===== config.mk =====
export PLATFORM = sky130hd
export DESIGN_NAME = pbyc_top
export DESIGN_NICKNAME = d
export VERILOG_FILES = /design/src/hdl/pbyc_pkg.sv /design/src/hdl/pbyc_sync_if.sv /design/src/hdl/pbyc_sync.sv /design/src/hdl/pbyc_top.sv
export VERILOG_INCLUDE_DIRS = /design/src /design/src/hdl
export SDC_FILE = /design/constraint.sdc
export NUM_CORES = 1
export LEC_CHECK = 0
export ABC_AREA = 1
export BUFFER_PORTS_ARGS = -buffer_cell sky130_fd_sc_hd__buf_2
export CORE_ASPECT_RATIO = 0.75
export CORE_MARGIN = 2
export CORE_UTILIZATION = 48
export DETAILED_ROUTE_END_ITERATION = 7
export PLACE_DENSITY = 0.76
export SYNTH_ARGS = -nofsm -noshare
export SYNTH_HDL_FRONTEND = slang
export SYNTH_HIERARCHICAL = 1
export SYNTH_SLANG_ARGS = --single-unit

===== constraint.sdc =====
create_clock -name clock -period 1.4 [get_ports clock]
set_input_delay 0.14 -clock clock [delete_from_list [all_inputs] [get_ports clock]]
set_output_delay 0.14 -clock clock [all_outputs]
set_load 0.02 [all_outputs]

===== src/hdl/pbyc_regs.svh =====
// Purpose: timing and reset constants for the primary bus yield control block
// Assumes: clock of 200 MHz, one clock_phase_one cycle per core clock
// Notes:   definitions only
`ifndef PBYC_REGS_SVH
`define PBYC_REGS_SVH
`define PBYC_CLK_PERIOD_NS      5
`define PBYC_GRANT_TAIL_NS      5
`define PBYC_GRANT_TAIL_CYC     ((`PBYC_GRANT_TAIL_NS + `PBYC_CLK_PERIOD_NS - 1) / `PBYC_CLK_PERIOD_NS)
`define PBYC_GRANT_RST          1'b1
`define PBYC_ADDR_W             24
`define PBYC_DATA_W             32
`endif


===== src/hdl/pbyc_pkg.sv =====
// Purpose: types for the primary bus yield control block
// Assumes: regs header included for widths
// Notes:   states are one-hot
`include "pbyc_regs.svh"
package pbyc_pkg;
    typedef enum logic [3:0] {
        PBYC_OWN   = 4'h1,   // core owns the bus
        PBYC_QUIET = 4'h2,   // strobes driven inactive
        PBYC_YIELD = 4'h4,   // bus released
        PBYC_TAIL  = 4'h8    // grant held one extra phase
    } pbyc_state_e;
endpackage


===== src/hdl/pbyc_sync_if.sv =====
// Purpose: carries the synchronised request between modules
// Assumes: one clock
// Notes:   single level signal
interface pbyc_sync_if;
    logic req_low;
    modport src (output req_low);
    modport dst (input  req_low);
endinterface


===== src/hdl/pbyc_sync.sv =====
// Purpose: two flip-flop synchroniser for the asynchronous yield request
// Assumes: bus_yield_req_n may change anywhere in the cycle
// Notes:   output is active high request
module pbyc_sync (
    input  wire logic  clock,
    input  wire logic  rst_n,
    input  wire logic  bus_yield_req_n,
    pbyc_sync_if.src   sync
);
    typedef struct packed {
        logic meta;
        logic stable;
    } pbyc_sync_s;
    pbyc_sync_s s_q;
    pbyc_sync_s s_d;

    // first stage read only by second
    always_comb begin
        s_d        = s_q;
        s_d.meta   = ~bus_yield_req_n;
        s_d.stable = s_q.meta;
    end

    always_ff @(posedge clock) begin
        if (!rst_n) begin
            s_q <= '0;
        end else begin
            s_q <= s_d;
        end
    end

    assign sync.req_low = s_q.stable;
endmodule // pbyc_sync


===== src/hdl/pbyc_top.sv =====
// Purpose: lets an external master take the primary bus from the core
// Assumes: core presents one access at a time with acc_req held until acc_done
// Notes:   one pending write absorbed during a yield
//
// Behaviour
// - request is asynchronous, synchronised before use
// - late request lags at most one cycle
// - inhibit bit overrides the yield request
// - inhibit during yield reclaims bus, refuses more
// - no core bus access while yield honoured
// - core runs on, stalls only on bus
// - one write may pend; second write stalls
// - grant low until one phase after release
`include "pbyc_regs.svh"
module pbyc_top #(
    parameter int ADDR_W = `PBYC_ADDR_W,
    parameter int DATA_W = `PBYC_DATA_W
) (
    input  wire logic              clock,
    input  wire logic              rst_n,
    input  wire logic              bus_yield_req_n,
    input  wire logic              yield_inhibit,
    input  wire logic              acc_req,
    input  wire logic              acc_write,
    input  wire logic [ADDR_W-1:0] acc_addr,
    input  wire logic [DATA_W-1:0] acc_wdata,
    output logic                   acc_stall,
    output logic                   acc_done,
    output logic [DATA_W-1:0]      acc_rdata,
    output logic                   bus_yield_grant_n,
    output logic                   strobe_n_o,
    output logic                   strobe_oe,
    output logic                   rw_o,
    output logic                   rw_oe,
    output logic [ADDR_W-1:0]      addr_o,
    output logic                   addr_oe,
    output logic [DATA_W-1:0]      data_o,
    output logic                   data_oe,
    input  wire logic [DATA_W-1:0] data_i,
    input  wire logic              bus_ready
);
    typedef struct packed {
        pbyc_pkg::pbyc_state_e st;
        logic                  grant_n;
        logic                  busy;
        logic                  pend;
        logic                  pend_taken;
        logic [ADDR_W-1:0]     pend_addr;
        logic [DATA_W-1:0]     pend_data;
        logic                  strobe_n;
        logic                  rw;
        logic [ADDR_W-1:0]     addr;
        logic [DATA_W-1:0]     wdata;
        logic                  drive;
        logic                  stall;
        logic                  done;
        logic [DATA_W-1:0]     rdata;
    } pbyc_s;

    pbyc_s       r_q;
    pbyc_s       r_d;
    pbyc_sync_if sync_if ();
    logic        want;
    logic        can_take;

    // both flops of the request synchroniser live in the leaf
    pbyc_sync u_sync (
        .clock           (clock),
        .rst_n           (rst_n),
        .bus_yield_req_n (bus_yield_req_n),
        .sync            (sync_if.src)
    );

    // inhibit masks the request outright
    assign want     = sync_if.req_low && !yield_inhibit;
    assign can_take = !r_q.busy && r_q.st == pbyc_pkg::PBYC_OWN;

    always_comb begin
        r_d      = r_q;
        r_d.done = 1'b0;
        case (r_q.st)
            pbyc_pkg::PBYC_OWN: begin
                // finish a running cycle before yielding
                if (want && !r_q.busy) begin
                    r_d.st       = pbyc_pkg::PBYC_QUIET;
                    r_d.strobe_n = 1'b1;
                end
            end
            pbyc_pkg::PBYC_QUIET: begin
                // inhibit arriving here must not let the grant go out
                if (yield_inhibit) begin
                    r_d.st = pbyc_pkg::PBYC_OWN;
                end else begin
                    r_d.st      = pbyc_pkg::PBYC_YIELD;
                    r_d.drive   = 1'b0;
                    r_d.grant_n = 1'b0;
                end
            end
            pbyc_pkg::PBYC_YIELD: begin
                if (yield_inhibit) begin
                    r_d.st      = pbyc_pkg::PBYC_OWN;
                    r_d.drive   = 1'b1;
                    r_d.grant_n = 1'b1;
                end else if (!sync_if.req_low) begin
                    r_d.st = pbyc_pkg::PBYC_TAIL;
                end
            end
            pbyc_pkg::PBYC_TAIL: begin
                // one more phase of grant, then take bus back
                r_d.st      = pbyc_pkg::PBYC_OWN;
                r_d.drive   = 1'b1;
                r_d.grant_n = 1'b1;
            end
            default: begin
                r_d.st = pbyc_pkg::PBYC_OWN;
            end
        endcase

        // bus cycle completion
        if (r_q.busy && bus_ready) begin
            r_d.busy     = 1'b0;
            r_d.strobe_n = 1'b1;
            if (!r_q.pend_taken) begin
                r_d.done  = 1'b1;
                r_d.rdata = data_i;
            end
            r_d.pend_taken = 1'b0;
        end

        r_d.stall = 1'b0;
        if (acc_req && !r_q.done) begin
            if (r_q.st != pbyc_pkg::PBYC_OWN || r_q.busy) begin
                // write buffered so the core keeps running
                if (acc_write && !r_q.pend && !r_q.stall) begin
                    r_d.pend      = 1'b1;
                    r_d.pend_addr = acc_addr;
                    r_d.pend_data = acc_wdata;
                    r_d.done      = 1'b1;
                end else begin
                    r_d.stall = 1'b1;
                end
            end else if (r_q.pend) begin
                r_d.stall = 1'b1; // pending write drains first
            end else if (!want) begin
                r_d.busy     = 1'b1;
                r_d.strobe_n = 1'b0;
                r_d.rw       = !acc_write;
                r_d.addr     = acc_addr;
                r_d.wdata    = acc_wdata;
            end else begin
                r_d.stall = 1'b1;
            end
        end

        // flush the pending write once the bus is ours again
        if (r_q.pend && can_take && !want && !r_d.busy) begin
            r_d.pend       = 1'b0;
            r_d.busy       = 1'b1;
            r_d.pend_taken = 1'b1;
            r_d.strobe_n   = 1'b0;
            r_d.rw         = 1'b0;
            r_d.addr       = r_q.pend_addr;
            r_d.wdata      = r_q.pend_data;
        end
    end

    always_ff @(posedge clock) begin
        if (!rst_n) begin
            r_q          <= '0;
            r_q.st       <= pbyc_pkg::PBYC_OWN;
            r_q.grant_n  <= `PBYC_GRANT_RST;
            r_q.strobe_n <= 1'b1;
            r_q.rw       <= 1'b1;
            r_q.drive    <= 1'b1;
        end else begin
            r_q <= r_d;
        end
    end

    assign acc_stall         = r_q.stall;
    assign acc_done          = r_q.done;
    assign acc_rdata         = r_q.rdata;
    assign bus_yield_grant_n = r_q.grant_n;
    assign strobe_n_o        = r_q.strobe_n;
    assign strobe_oe         = r_q.drive;
    assign rw_o              = r_q.rw;
    assign rw_oe             = r_q.drive;
    assign addr_o            = r_q.addr;
    assign addr_oe           = r_q.drive;
    assign data_o            = r_q.wdata;
    assign data_oe           = r_q.drive && !r_q.rw && r_q.busy;
endmodule // pbyc_top


==> results of run 1 <==
-- worst max-delay path, stage by stage (launching register included) --
cell and delay (ns):
dfxtp_2 0.34, nor2_4 0.14, nand2_2 0.09, nor2_4 0.14, buf_12 0.15, o21ai_4 0.08
buf_12 0.18, nor2_1 0.16, nor2_2 0.05
-- stage by stage --
stage	TNS [ns]	setup WS (ns)
floorplan	0	0.0285
global placement	-0.0728	-0.0172
detailed placement	-1.99	-0.0612
CTS	-0.214	-0.0228
global route	-5.89	-0.130
finish	-0.491	-0.0473
-- path summary, 6_finish.rpt --
check / startpoint / to / cells after the start
max: r_q[156] / data_o[7] / 8
min reg2reg: u_sync/s_d[0] / u_sync/sync.req_low / 2
min: bus_ready / r_q[151] / 4
max reg2reg: r_q[156] / data_o[7] / 8
-- where the power goes --
part | internal [uW] | switching [uW] | total, uW | leakage (uW)
Combinational | 1350 | 1930 | 3280 | 0.00333
Sequential | 4900 | 214 | 5110 | 0.00129
Clock | 2770 | 1890 | 4670 | 0.000285
Total | 9020 | 4030 | 13100 | 0.00491
-- area by class of cell --
| type | count | area [um^2] | share of cell area |
|---|---|---|---|
| clock buffer | 20 | 467 | 0.0463 |
| clock inverter | 12 | 135 | 0.0134 |
| inverter | 75 | 287 | 0.0284 |
| multi-input combinational | 716 | 3200 | 0.318 |
| sequential | 158 | 3170 | 0.315 |
| tap | 205 | 256 | 0.0254 |
| timing repair buffer | 329 | 2560 | 0.254 |
-- cell usage after synthesis (2+ instances only) --
master    instances  area [um^2]
inv_2             6         22.5
nor2_1          188          706
buf_2            21          105
o21ai_0          32          160
nand2_1         301         1130
nor2_2            3         18.8
a21oi_1          60          300
nor2_4            2         22.5
nand3_2           2         20.0
inv_1            69          259
nand4_1           4         25.0
buf_4           107          803
nand3_1         117          586
clkbuf_1         25         93.8
dfxtp_1         158         3160
buf_1             7         26.3
-- cells by family (layout without fill, tap and decap cells) --
logic type | after synthesis | in the layout | synth area share
DFF | 158 | 158 | 0.422
AOI/OAI and AO/OA | 96 | 96 | 0.0652
and+or+nand+nor | 620 | 620 | 0.337
buffers and inverters | 236 | 436 | 0.176
-- routing by layer --
| layer | vias up | GRT usage |
|---|---|---|
| met1 | 3445 | 0.330 |
| met5 | - | 0 |
| met2 | 333 | 0.414 |
| met4 | 0 | 0.0908 |
| li1 | 3736 | - |
| met3 | 49 | 0.0577 |
-- registers in the layout, summed over array words and instances (netlist names) --
signal	count
data_o	32
addr_oe	1
rw_o	1
strobe_n_o	1
u_sync/sync.req_low	1
r_q	63
addr_o	24
u_sync/s_d	1
acc_stall	1
acc_rdata	32
acc_done	1
-- timing repair --
item / in CTS / in global routing
buffers inserted: 5 / 2
endpoints found under the setup margin: 97 / 127
cloned: 2 / 7
resized for setup: 33 / 45
pin swaps: 5 / 6
hold buffers: 88 / 0
hold endpoints to repair: 88 / 0
==> results_dict.tcl, run 1 <==
set metrics [dict create \
    run_status "complete, but fails checks" \
    violations "negative setup slack" \
    drtPass1Iterations 5 \
    ys_ff_latch 158 \
    final_net_count 1392 \
    rows 39 \
    r2r_slack_ns -0.05 \
    port_buffers 191 \
    ys.flop_type "dfxtp_1" \
    initial_core_util 0.491 \
    cp-end-kind "register" \
    nFillCells 1284 \
    ant_nets 0 \
    avgRoutedWirePerCell_um 14.7 \
    rsz0062_at_grt "yes" \
    coreArea_um2 15300 \
    startpoint_type "register" \
    cp_max_fo 29 \
    met2_length_mm 10.6 \
    dieHeight_um 112 \
    final_cells 1515 \
    drc_errors 0 \
    final_area_um2 10100 \
    drt-total-wl_mm 22.3 \
    numCtsBuffers 17 \
    tightestPinTransition_ns 0.398 \
    period_needed_ns 1.45 \
    drt_first_iter_violations 596 \
    vdd_ir_drop_max_mv 0.855 \
    antenna_found_initial 0 \
    layout_common_cells "nand2_1, buf_2, nor2_1, dfxtp_1, nand3_1" \
    maxCapViolCount 0 \
    top_layer "met4" \
    finalPower_uw 13100 \
    grt_pass1_wl_mm 34.3 \
    syn_area_um2 7500 \
    worstPathRequired_ns 1.72 \
    grt_max_degree 59 \
    cts-root-buf "clkbuf_16" \
    clk_path_buf_depth 2 \
    hold_viol_final 0 \
    setup_viol 36 \
    dr_wl_met3_mm 1.76 \
    finalCritPeriodShare 1.03 \
    gp_congestion 0.887 \
    pin_count 192 \
    fmax_ghz 0.691 \
    mostFrequentLayoutCell "nand2_1" \
    synth_nets 1205 \
    cts.sinks 158 \
    clk_latency_ns 0.42 \
    drv_slew 0 \
    viasPerCell 4.99 \
    yosys_warnings 6 \
    clk_pin_slew_ns 0.06 \
    placed_cell_area_um2 8080 \
    drive_above_1_share 0.254 \
    fin_ws_ns -0.0473 \
    leakage_uw 0.00491 \
    gr-total-overflow 0 \
    fin_util 0.660 \
    synth_edf_count 0 \
    dp.cells 1379 \
    dieArea_um2 16600 \
    syn_to_final_growth_pct 34.5 \
    cp.arrival_ns 1.77 \
    postSynthCellCount 1110 \
    first_global_vias 7104 \
    via_count 7563 \
    hold_path_class "in -> reg" \
    grt_usage 0.253 \
    hold_slack_ns 0.0301 \
    ys_seq_area_frac 0.422 \
    fin_skew_ns 0.00868 \
    relSlewSlack 0.735 \
    die_w_um 148 \
    power.density_nw_per_um2 1290 \
    cts_tree "done" \
    wl_met1_mm 9.52 \
    h-tree-depth 4 \
    diodes 0 \
    syn_area_per_cell_um2 6.76 \
    worst-setup-path-type "reg -> reg" \
    dpl.hpwl_mm 12.3 \
    synthArstFlopShare 0 \
    synthDistinctLibCells 24 \
]
Note: power is estimated with default switching activity, not from simulation.
==> run 2, diff against run 1 <==
- BUFFER_PORTS_ARGS: -buffer_cell sky130_fd_sc_hd__buf_2 -> not set
- CORE_UTILIZATION: 48 -> 56
- DONT_BUFFER_PORTS: not set -> 1
- PLACE_DENSITY: 0.76 -> 0.74
==> run 2 against run 1 <==
Net effect: first-iteration DRC count shrank 20%; die area shrank 14%; clock skew decreased by 0.0016 ns; count of clock-buffer cells in the layout is 2 higher; sequential power up 8.6%; final cell count is 14% lower; worst hold slack got worse by 0.22 ns; highest routed layer unchanged; flip-flop and latch count unchanged; the flow finishes with violations (negative hold slack, negative setup slack); fmax decreased by 3.1%; register-to-register slack worse by 0.05 ns; sequential share of layout area increased by 2.8 points; setup slack worse by 0.047 ns.
==> results_dict.tcl, run 2 (same netlist as run 1, synthesis figures left out) <==
set metrics [dict create \
    gp_congestion 0.838 \
    dieHeight_um 104 \
    rsz0062_at_grt "yes" \
    clk_path_buf_depth 2 \
    h-tree-depth 4 \
    run_status "complete, but fails checks" \
    cts-root-buf "clkbuf_16" \
    hold_path_class "in -> reg" \
    cp.arrival_ns 1.81 \
    leakage_uw 0.00411 \
    startpoint_type "register" \
    worst-setup-path-type "reg -> reg" \
    first_global_vias 6299 \
    clk_latency_ns 0.42 \
    drc_errors 0 \
    vdd_ir_drop_max_mv 0.965 \
    drt-total-wl_mm 20.3 \
    p_comb_frac 0.195 \
    coreArea_um2 13000 \
    syn_to_final_growth_pct 23.4 \
    port_buffers 0 \
    crit_top_cell "buf_12" \
    cp_slowest_cell "dfxtp_2" \
    layout_common_cells "nand2_1, nor2_1, dfxtp_1, nand3_1, dlygate4sd3_1" \
    die_w_um 138 \
    hold_slack_ns -0.187 \
    final_cells 1298 \
    netSwitchingFraction 0.298 \
    relSlewSlack 0.796 \
    mostFrequentLayoutCell "nand2_1" \
    rows 36 \
    dp.cells 1162 \
    fin_util 0.711 \
    dpl.hpwl_mm 11.1 \
    net-switching-power_uw 3830 \
    final_net_count 1208 \
    ant_nets 0 \
    hold_viol_final 93 \
    fin_skew_ns 0.00708 \
    drive_above_1_share 0.139 \
    tightestPinTransition_ns 0.305 \
    cp-end-kind "register" \
    cts.sinks 158 \
    avgRoutedWirePerCell_um 15.6 \
    initial_core_util 0.576 \
    gr-total-overflow 0 \
    grt_usage 0.266 \
    clk_pin_slew_ns 0.06 \
    fin_ws_ns -0.0939 \
    numCtsBuffers 17 \
    largest-register "r_q" \
    crit_chain "inv_2, nor2_4, nand2_2, nor2_4, buf_12, o21ai_4, buf_12, buf_12, nor2_2, nor2_1" \
    maxCapViolCount 0 \
    largest_register_ffs 63 \
    grt_pass1_wl_mm 30.5 \
    grt_max_degree 97 \
    dieArea_um2 14300 \
    pin_count 192 \
    cpPeakStageDelay_ns 0.35 \
    setup_viol 60 \
    fmax_ghz 0.669 \
    viasPerCell 5.28 \
    period_needed_ns 1.49 \
    nFillCells 1044 \
    power.density_nw_per_um2 1390 \
    violations "negative hold slack, negative setup slack" \
    drt_first_iter_violations 474 \
    p_seq_frac 0.432 \
    cts_tree "done" \
    placed_cell_area_um2 7180 \
    p_int_uw 9040 \
    drv_slew 0 \
    p_clk_frac 0.373 \
    finalCritPeriodShare 1.07 \
    r2r_cells 10 \
    dp_slack_ns -0.0936 \
    via_count 6857 \
    cp_max_fo 18 \
    drtPass1Iterations 5 \
    antenna_found_initial 1 \
    hold_depth 1 \
    final_area_um2 9250 \
    worstPathRequired_ns 1.72 \
]
-- run 2: cell count changes in the layout (fill, tap and decap cells not counted), moves of 5 or more --
cell	before	now
nand3_2	13	3
nor2_2	11	27
buf_6	11	5
nand3_1	104	114
nor2_4	6	12
buf_2	189	0
buf_12	15	20
nor2_1	176	154
-- run 2: power by group through the flow --
stage | clock, uW | sequential (uW) | combinational [uW]
after floorplan | 0 | 5160 | 2220
after global placement | 0 | 5640 | 1760
after detailed placement | 0 | 5650 | 1780
after CTS | 4870 | 5550 | 2150
after global routing | 5080 | 5600 | 2780
final | 4810 | 5550 | 2510
-- run 2: what timing repair did --
item                                    4_1_cts  5_1_grt
cloned                                        3        6
endpoints found under the hold margin       152       93
hold buffers                                 81        5
endpoints found under the setup margin      116      117
buffers inserted                              3        5
gates resized for setup                      39       50
pin swaps                                    14        6
-- run 2: worst paths after layout --
path | from | endpoint | slack, ns
max reg2reg | r_q[153] | data_o[7] | -0.09
max | r_q[153] | data_o[7] | -0.09
min reg2reg | r_q[123] | r_q[123] | 0.46
min | rst_n | strobe_n_o | -0.19
-- run 2: stage by stage --
step	total power (uW)	hold WS, ns	TNS [ns]
final	12900	-0.187	-3.53
after global routing	13400	-0.215	-8.65
after CTS	12600	-0.215	-0.217
after detailed placement	7430	0.212	-4.67
after global placement	7400	0.209	-2.00
after floorplan	7380	0.207	0
-- run 2: cell type report --
cell class                 instances  area [um^2]  share of cell area
antenna                            1         2.50            0.000270
clock buffer                      22          484              0.0523
clock inverter                    10          135              0.0146
inverter                          75          294              0.0318
multi-input combinational        716         3220               0.348
sequential                       158         3170               0.343
tap                              171          214              0.0231
timing repair buffer             145         1730               0.187
-- run 2: worst max-delay path: cells and delay by family, from the launching register on --
| family | cells | cell delay, ns |
|---|---|---|
| buffers and inverters | 4 | 0.48 |
| and+or+nand+nor | 5 | 0.47 |
| DFF | 1 | 0.35 |
| AOI/OAI and AO/OA | 1 | 0.07 |
-- run 2: per-layer routing --
layer | vias up | global-route usage | routed length, um
li1 | 3370 | - | -
met1 | 3151 | 0.327 | 8420
met2 | 301 | 0.443 | 9550
met3 | 35 | 0.0770 | 1890
met4 | 0 | 0.0906 | 413
met5 | - | 0 | 0
